===== src/ssrx_pkg.sv =====
package ssrx_pkg;
  // register byte offsets on the bus
  localparam logic [7:0] OFS_CTRL = 8'h00;
  localparam logic [7:0] OFS_STAT = 8'h04;
  localparam logic [7:0] OFS_DATA = 8'h08;
  localparam logic [7:0] OFS_IRQ_STAT = 8'h0C;
  localparam logic [7:0] OFS_IRQ_MASK = 8'h10;
  // serial_control_reg fields
  localparam int CTRL_RE = 0;
  localparam int CTRL_RIE = 1;
  localparam int CTRL_CM = 2;
  localparam int CTRL_CKE = 3;
  localparam int CTRL_DIR = 5;
  localparam int CTRL_INV = 6;
  localparam logic [7:0] CTRL_RST = 8'h00;
  // serial_status_reg fields
  localparam int ST_FULL = 0;
  localparam int ST_OVR = 1;
  // interrupt status / mask fields
  localparam int IRQ_RX = 0;
  localparam int IRQ_ERR = 1;
  localparam int IRQ_GSRC = 2;
  localparam logic [2:0] MASK_RST = 3'h0;
  // bus encodings
  localparam logic [1:0] HTRANS_IDLE = 2'h0;
  localparam logic [1:0] HTRANS_NONSEQ = 2'h2;
  localparam logic [2:0] HSIZE_WORD = 3'h2;
  // timing
  localparam int SYS_CLK_MHZ = 100;
  localparam int LINK_PERIOD_NS = 160;
  localparam int LINK_HALF_CYC = LINK_PERIOD_NS * SYS_CLK_MHZ / 2000;
  localparam int BIT_WAIT_CYC = (LINK_PERIOD_NS * SYS_CLK_MHZ + 999) / 1000;
  localparam int RX_LEN = 32;
  localparam int BYTE_W = 8;
endpackage : ssrx_pkg


===== src/ssrx_if.sv =====
`timescale 1ns/1ps
interface ssrx_if (
  input wire logic sys_clk,
  input wire logic sys_rst
);
  logic hsel;
  logic [31:0] haddr;
  logic [1:0] htrans;
  logic hwrite;
  logic [2:0] hsize;
  logic [31:0] hwdata;
  logic [31:0] hrdata;
  logic hready;
  logic hresp;
  logic sclk;
  logic sdata;

  modport dev_mp (
    input hsel, haddr, htrans, hwrite, hsize, hwdata, sclk, sdata,
    output hrdata, hready, hresp
  );
  modport host_mp (
    output hsel, haddr, htrans, hwrite, hsize, hwdata, sclk, sdata,
    input hrdata, hready, hresp
  );
endinterface : ssrx_if


===== src/ssrx_host.sv =====
// Local design decisions: the AHB-Lite interface to the registers and the register addresses.
`timescale 1ns/1ps
module ssrx_host #(
  parameter int RX_LEN = ssrx_pkg::RX_LEN
) (
  input wire logic sys_clk,
  input wire logic sys_rst,
  ssrx_if.host_mp link,
  input wire logic start,
  input wire logic poll_mode,
  input wire logic irq_in,
  input wire logic [7:0] tx_data,
  input wire logic tx_valid,
  output logic tx_ready,
  output logic [7:0] rx_data,
  output logic rx_valid,
  output logic rx_error,
  output logic busy,
  output logic done
);
  typedef enum logic [11:0] {
    S_IDLE = 12'h001, S_MASK = 12'h002, S_FMT = 12'h004,
    S_BITWAIT = 12'h008, S_EN = 12'h010, S_POLL = 12'h020,
    S_READ = 12'h040, S_CLROVR = 12'h080, S_CLRGRP = 12'h100,
    S_ENDMASK = 12'h200, S_ENDIRQ = 12'h400, S_ENDCTL = 12'h800
  } ssrx_step_type;
  typedef enum logic [2:0] {
    PH_IDLE = 3'h1, PH_ADDR = 3'h2, PH_DATA = 3'h4
  } ssrx_phase_type;

  // control and flag words built from the field positions
  localparam logic [7:0] FMT = 8'((1 << ssrx_pkg::CTRL_CM) |
                                  (1 << (ssrx_pkg::CTRL_CKE + 1)));
  localparam logic [7:0] EN_RX = 8'(1 << ssrx_pkg::CTRL_RE);
  localparam logic [7:0] EN_IRQ = 8'(1 << ssrx_pkg::CTRL_RIE);
  localparam logic [31:0] W1C_OVR = 32'(1 << ssrx_pkg::ST_OVR);
  localparam logic [31:0] W1C_GRP = 32'(1 << ssrx_pkg::IRQ_ERR);
  localparam logic [31:0] W1C_ALL = W1C_GRP | 32'(1 << ssrx_pkg::IRQ_RX);
  localparam logic [31:0] MASK_ALL = W1C_ALL | 32'(1 << ssrx_pkg::IRQ_GSRC);
  ssrx_step_type step_reg;
  ssrx_phase_type ph_reg;
  logic mode_poll_reg;
  logic [15:0] wait_reg;
  logic [$clog2(RX_LEN+1)-1:0] cnt_reg;
  logic [7:0] op_addr;
  logic op_wr;
  logic [31:0] op_wdata;
  logic op_go;
  logic [7:0] div_reg;
  logic [3:0] bits_reg;
  logic [7:0] txsh_reg;
  logic rx_live;

  // bus operation for each step of the receive sequence
  always_comb begin
    op_addr = ssrx_pkg::OFS_CTRL;
    op_wr = 1'b1;
    op_wdata = 32'h0000_0000;
    op_go = 1'b1;
    case (step_reg)
      S_MASK: begin
        op_addr = ssrx_pkg::OFS_IRQ_MASK;
        op_wdata = mode_poll_reg ? 32'h0000_0000 : MASK_ALL;
      end
      S_FMT: op_wdata = {24'h00_0000, FMT};
      S_EN: op_wdata = {24'h00_0000, FMT | EN_RX |
                        (mode_poll_reg ? 8'h00 : EN_IRQ)};
      S_POLL: begin
        op_addr = ssrx_pkg::OFS_STAT;
        op_wr = 1'b0;
        op_go = mode_poll_reg | irq_in;
      end
      S_READ: begin
        op_addr = ssrx_pkg::OFS_DATA;
        op_wr = 1'b0;
      end
      S_CLROVR: begin
        op_addr = ssrx_pkg::OFS_STAT;
        op_wdata = W1C_OVR;
      end
      S_CLRGRP: begin
        op_addr = ssrx_pkg::OFS_IRQ_STAT;
        op_wdata = W1C_GRP;
      end
      S_ENDMASK: begin
        op_addr = ssrx_pkg::OFS_IRQ_MASK;
        op_wdata = 32'h0000_0000;
      end
      S_ENDIRQ: begin
        op_addr = ssrx_pkg::OFS_IRQ_STAT;
        op_wdata = W1C_ALL;
      end
      S_ENDCTL: op_wdata = 32'h0000_0000;
      default: op_go = 1'b0;
    endcase
  end

  // sequence: one bus transfer per step except S_BITWAIT, then decide on its result
  always_ff @(posedge sys_clk) begin
    if (sys_rst) begin
      step_reg <= S_IDLE;
      ph_reg <= PH_IDLE;
      mode_poll_reg <= 1'b0;
      wait_reg <= 16'h0000;
      cnt_reg <= '0;
      link.hsel <= 1'b0;
      link.htrans <= ssrx_pkg::HTRANS_IDLE;
      link.haddr <= 32'h0000_0000;
      link.hwrite <= 1'b0;
      link.hsize <= ssrx_pkg::HSIZE_WORD;
      link.hwdata <= 32'h0000_0000;
      rx_data <= 8'h00;
      rx_valid <= 1'b0;
      rx_error <= 1'b0;
      done <= 1'b0;
    end else begin
      rx_valid <= 1'b0;
      rx_error <= 1'b0;
      done <= 1'b0;
      case (ph_reg)
        PH_IDLE: begin
          if (step_reg == S_IDLE) begin
            if (start) begin
              mode_poll_reg <= poll_mode;
              cnt_reg <= '0;
              step_reg <= S_MASK;
            end
          end else if (step_reg == S_BITWAIT) begin
            if (wait_reg >= 16'(ssrx_pkg::BIT_WAIT_CYC)) begin
              step_reg <= S_EN;
            end
            wait_reg <= wait_reg + 16'h0001;
          end else if (op_go) begin
            link.hsel <= 1'b1;
            link.htrans <= ssrx_pkg::HTRANS_NONSEQ;
            link.haddr <= {24'h00_0000, op_addr};
            link.hwrite <= op_wr;
            link.hwdata <= op_wdata;
            ph_reg <= PH_ADDR;
          end
        end
        PH_ADDR: begin
          if (link.hready) begin
            link.htrans <= ssrx_pkg::HTRANS_IDLE;
            ph_reg <= PH_DATA;
          end
        end
        PH_DATA: begin
          if (link.hready) begin
            link.hsel <= 1'b0;
            ph_reg <= PH_IDLE;
            wait_reg <= 16'h0000;
            case (step_reg)
              S_MASK: step_reg <= S_FMT;
              S_FMT: step_reg <= S_BITWAIT;
              S_EN: step_reg <= S_POLL;
              S_POLL: begin
                if (link.hrdata[ssrx_pkg::ST_OVR]) begin
                  step_reg <= S_CLROVR;
                end else if (link.hrdata[ssrx_pkg::ST_FULL]) begin
                  step_reg <= S_READ;
                end
              end
              S_READ: begin
                rx_data <= link.hrdata[7:0];
                rx_valid <= 1'b1;
                cnt_reg <= cnt_reg + 1'b1;
                if (cnt_reg == ($bits(cnt_reg))'(RX_LEN - 1)) begin
                  step_reg <= S_ENDMASK;
                end else begin
                  step_reg <= S_POLL;
                end
              end
              S_CLROVR: begin
                rx_error <= 1'b1;
                step_reg <= S_CLRGRP;
              end
              S_CLRGRP: step_reg <= S_POLL;
              S_ENDMASK: step_reg <= S_ENDIRQ;
              S_ENDIRQ: step_reg <= S_ENDCTL;
              S_ENDCTL: begin
                done <= 1'b1;
                step_reg <= S_IDLE;
              end
              default: step_reg <= S_IDLE;
            endcase
          end
        end
        default: ph_reg <= PH_IDLE;
      endcase
    end
  end

  // bytes go out only once the receiver is on; earlier bits would be
  // clocked past a disabled receiver and shift every later byte
  assign busy = (step_reg != S_IDLE);
  assign rx_live = (step_reg == S_POLL) | (step_reg == S_READ) |
                   (step_reg == S_CLROVR) | (step_reg == S_CLRGRP);
  assign tx_ready = rx_live & (bits_reg == 4'h0);

  // link clock from a divider; data changes on falling, lsb first
  always_ff @(posedge sys_clk) begin
    if (sys_rst) begin
      link.sclk <= 1'b1;
      link.sdata <= 1'b1;
      div_reg <= 8'h00;
      bits_reg <= 4'h0;
      txsh_reg <= 8'h00;
    end else if (bits_reg == 4'h0) begin
      link.sclk <= 1'b1;
      div_reg <= 8'h00;
      if (tx_valid & tx_ready) begin
        txsh_reg <= tx_data;
        bits_reg <= 4'h8;
      end
    end else if (div_reg == 8'(ssrx_pkg::LINK_HALF_CYC - 1)) begin
      div_reg <= 8'h00;
      link.sclk <= ~link.sclk;
      if (link.sclk) begin
        link.sdata <= txsh_reg[0];
        txsh_reg <= {1'b0, txsh_reg[7:1]};
      end else begin
        bits_reg <= bits_reg - 4'h1;
      end
    end else begin
      div_reg <= div_reg + 8'h01;
    end
  end
endmodule : ssrx_host


===== src/flat_wrapper.sv =====
// flat-port wrapper written by rule: the top's interface ports become plain ports
module ssrx_host_flat 
#(
  parameter int RX_LEN = ssrx_pkg::RX_LEN
)
  (sys_clk, sys_rst, start, poll_mode, irq_in, tx_data, tx_valid, tx_ready, rx_data, rx_valid, rx_error, busy, done, link_hsel, link_haddr, link_htrans, link_hwrite, link_hsize, link_hwdata, link_sclk, link_sdata, link_hrdata, link_hready, link_hresp);
  ssrx_if link_i (.sys_clk(sys_clk), .sys_rst(sys_rst));
  input wire logic sys_clk;
  input wire logic sys_rst;
  input wire logic start;
  input wire logic poll_mode;
  input wire logic irq_in;
  input wire logic [7:0] tx_data;
  input wire logic tx_valid;
  output logic tx_ready;
  output logic [7:0] rx_data;
  output logic rx_valid;
  output logic rx_error;
  output logic busy;
  output logic done;
  output wire logic [$bits(link_i.hsel)-1:0] link_hsel;
  output wire logic [$bits(link_i.haddr)-1:0] link_haddr;
  output wire logic [$bits(link_i.htrans)-1:0] link_htrans;
  output wire logic [$bits(link_i.hwrite)-1:0] link_hwrite;
  output wire logic [$bits(link_i.hsize)-1:0] link_hsize;
  output wire logic [$bits(link_i.hwdata)-1:0] link_hwdata;
  output wire logic [$bits(link_i.sclk)-1:0] link_sclk;
  output wire logic [$bits(link_i.sdata)-1:0] link_sdata;
  input wire logic [$bits(link_i.hrdata)-1:0] link_hrdata;
  input wire logic [$bits(link_i.hready)-1:0] link_hready;
  input wire logic [$bits(link_i.hresp)-1:0] link_hresp;
  assign link_hsel = link_i.hsel;
  assign link_haddr = link_i.haddr;
  assign link_htrans = link_i.htrans;
  assign link_hwrite = link_i.hwrite;
  assign link_hsize = link_i.hsize;
  assign link_hwdata = link_i.hwdata;
  assign link_sclk = link_i.sclk;
  assign link_sdata = link_i.sdata;
  assign link_i.hrdata = link_hrdata;
  assign link_i.hready = link_hready;
  assign link_i.hresp = link_hresp;
  ssrx_host #(.RX_LEN(RX_LEN)) u_core (.sys_clk(sys_clk), .sys_rst(sys_rst), .link(link_i), .start(start), .poll_mode(poll_mode), .irq_in(irq_in), .tx_data(tx_data), .tx_valid(tx_valid), .tx_ready(tx_ready), .rx_data(rx_data), .rx_valid(rx_valid), .rx_error(rx_error), .busy(busy), .done(done));
endmodule

===== config.mk =====
export PLATFORM = sky130hd
export DESIGN_NAME = ssrx_host_flat
export DESIGN_NICKNAME = d
export VERILOG_FILES = /design/src/ssrx_pkg.sv /design/src/ssrx_if.sv /design/src/ssrx_host.sv /design/src/flat_wrapper.sv
export SDC_FILE = /design/constraint.sdc
export NUM_CORES = 1
export LEC_CHECK = 0
export ABC_AREA = 1
export BUFFER_PORTS_ARGS = -buffer_cell sky130_fd_sc_hd__buf_2
export CORE_MARGIN = 1
export CORE_UTILIZATION = 57
export DETAILED_ROUTE_END_ITERATION = 10
export PLACE_DENSITY = 0.94
export SYNTH_ARGS = -nofsm -noshare
export SYNTH_HDL_FRONTEND = slang
export SYNTH_SLANG_ARGS = --single-unit

===== constraint.sdc =====
create_clock -name sys_clk -period 3.5 [get_ports sys_clk]
set_input_delay 0.35 -clock sys_clk [delete_from_list [all_inputs] [get_ports sys_clk]]
set_output_delay 0.35 -clock sys_clk [all_outputs]
set_load 0.01 [all_outputs]

==> out/qor.txt <==
Unrepaired setup endpoints after global routing: no
Switch share: 38.2%
CP Depth: 6
Seq/Total Area, Yosys: 35.1%
Clock tree buffer depth: 2
Largest net degree at the start of global routing: 42
H-tree levels: 3
Worst setup EP type: primary output
ANT nets after route: 0
Slew HR: 57.8%
Psw: 0.944 mW
Worst hold-check path type: in -> reg
Initial antenna violation count: 0
Die height: 92.1 µm
Crit share post-route: 63.3%
Combinational Power Share: 30.1%
Row count: 32
DIE AREA: 8480 µm²
WL final: 10200 µm
Number of placed cells counting well taps: 802
Routability congestion estimate: 0.936
Ys Warns: 0
Cell Count, Final, Fillers Out: 818
Initial core utilization: 59.5%
Number of global-route vias before repair: 4035
Most frequent cell after synthesis: nand2_1
Worst Skew: 0.0138 ns
Synth-to-Final Area Change: 5.68%
GR Overflow Total: 0
First drt pass iteration count: 5
Critical path arrival: 1.87 ns
Worst setup startpoint: u_core.step_reg[2]$_SDFFE_PP0P_
Leak: 2.15 nW
Mapped Area: 4620 µm²
Max frequency: 451 MHz
CTS Buf Count: 9
Post-synth top area cell: dfxtp_1
CP Data Required Time: 3.15 ns
Reg power frac: 41.6%
Worst R2R End: u_core.wait_reg[4]$_SDFFE_PP0P_
Post-CTS setup buffer count: 0
I/O pin count: 134
Fin nets: 763
Peak VDD IR: 297 µV
Worst hold margin: 0.252 ns
GRT Total Usage: 24.8%
Detailed-route DRC error count: 0
Global-route wire length before repair: 17200 µm
Hpwl dp: 7570 µm
Int Power: 1.53 mW
Setup CP Type: reg -> out
Worst Path Max Fanout: 6
Minimum clock period: 2.22 ns
Synth top area share: 35.1%
Max reg flops: 16
Pwr Total: 2.47 mW
Worst Path Buf+Inv: 1
CP max stage delay: 0.34 ns
CTS tree: done
Initial DRC count: 276
Setup TNS Final: 0 ns
#FFs+latches synth: 81
CP endpoint: tx_ready
Core area: 7770 µm²
CP delay by family, top: simple AND/OR/NAND/NOR gates
R2R setup slack: 1.30 ns
Final setup fails: 0
Type of origin of the critical path: flop
Worst-Margin Slew: 0.633 ns
Post-Synthesis Cells: 669
Post_cts resized: 0
Clk_lat worst skew: 0.35 ns
Status: complete, no violations
PD cells: 506 nW/µm²
Max Slew Vio Count: 0
Max cap viols: 0
Root Driver: clkbuf_8
DP Area: 4690 µm²
Number of synthesized flops with an enable pin: 0
Number of port buffers: 47
Drt wl/cell: 12.5 µm
R2r startpoint: u_core.ph_reg[0]$_SDFFE_PP1P_
Distinct cells, synth: 39
Clock share of power: 28.3%
Slowest CP cell: dfxtp_1
Clock Sinks: 81
DR vias/cell: 5.27
Diodes inserted: 0
Worst reg-to-reg path cell count: 10
Hold Path Depth: 3
Overall via count from detail_route: 4313
Fin. Hold Viols: 0
Async SR Flop Fraction: 0%
Syn Area/Cell: 6.91 µm²
Largest cells by area after synthesis: dfxtp_1, buf_4, nand2_1, nand3_1, a21oi_1
Hold-fix buffers at CTS: 0
Worst-path clk slew: 0.09 ns
Post-synth top cells: nand2_1, dfxtp_1, inv_1, nor2_1, nand3_1
Worst-path cell chain: nor2_1 -> nand2_2 -> nor2_4 -> nand3_1 -> a31oi_1 -> buf_2
Synth Flop Type: dfxtp_1
Die Width: 92.1 µm
Post-route design area: 4890 µm²
Share of layout cells above drive strength 1: 14.2%
-- stage by stage --
stage                     setup slack (ns)  utilization (%)
after floorplan                       1.88                -
after global placement                1.41             60.3
after detailed placement              1.34             60.3
after CTS                             1.24             62.9
after global routing                  1.03             62.9
final                                 1.28             62.9
-- tightest hold or removal path, stage by stage --
cell	delay [ns]
buf_2	0.10
nand3_1	0.07
a21oi_1	0.06
-- kinds of logic (layout without fill, tap and decap cells) --
logic type | after synthesis | after routing | synth area share (%)
adder cells (fa/ha/maj) | 4 | 4 | 1.08
XOR/XNOR | 11 | 11 | 2.08
other | 2 | 61 | 0.162
AND/OR/NAND/NOR | 322 | 322 | 32.8
AO/OA/AOI/OAI | 96 | 96 | 10.9
flip-flops | 81 | 81 | 35.1
buffers and inverters | 153 | 141 | 17.9
-- layer usage --
metal / global-route usage [%] / part of all wire (%) / up-vias
met3: 6.05 / 6.9 / 28
met5: 0 / 0 / -
met1: 28.9 / 41 / 1976
met2: 43.1 / 49 / 173
li1: - / - / 2136
met4: 11.1 / 2.4 / 0
-- worst min path at each step --
| stage | startpoint | to | slack, ns |
|---|---|---|---|
| after global routing | tx_data[7] | u_core.txsh_reg[7]$_SDFFE_PP0P_ | 0.26 |
| after floorplan | u_core.div_reg[0]$_SDFF_PP0_ | u_core.div_reg[0]$_SDFF_PP0_ | 0.42 |
| after detailed placement | u_core.rx_data[3]$_SDFFE_PP0P_ | u_core.rx_data[3]$_SDFFE_PP0P_ | 0.44 |
| final | tx_data[7] | u_core.txsh_reg[7]$_SDFFE_PP0P_ | 0.25 |
| after global placement | u_core.div_reg[0]$_SDFF_PP0_ | u_core.div_reg[0]$_SDFF_PP0_ | 0.43 |
| after CTS | tx_data[7] | u_core.txsh_reg[7]$_SDFFE_PP0P_ | 0.24 |
-- power groups by stage --
stage	logic, mW	clock network (mW)	registers [mW]
3_5_place_dp	0.733	0	1.05
3_3_place_gp	0.710	0	1.04
5_1_grt	0.833	0.753	1.04
4_1_cts	0.737	0.708	1.02
6_report	0.745	0.700	1.03
2_1_floorplan	0.660	0	1.04
-- layout make-up --
cell class,instances,area (µm²)
fillers,711,2880
clock buffers,9,124
well taps,102,128
multi-input cells,494,2400
clock inverters,7,76.3
repair buffers,50,258
inverters,75,282
flip-flops and latches,81,1620
-- placed cells by master (no fill, tap or decap), drive strengths merged, types with 4 or more instances in the layout --
cell type,count
nand2,127
dfxtp,81
inv,78
nor2,75
nand3,66
a21oi,62
conb,61
buf,50
o21ai,28
nor3,26
nand4,12
xor2,9
clkbuf,9
or2,6
and3,4
nand3b,4
ha,4
(Power assumes the default switching activity.)
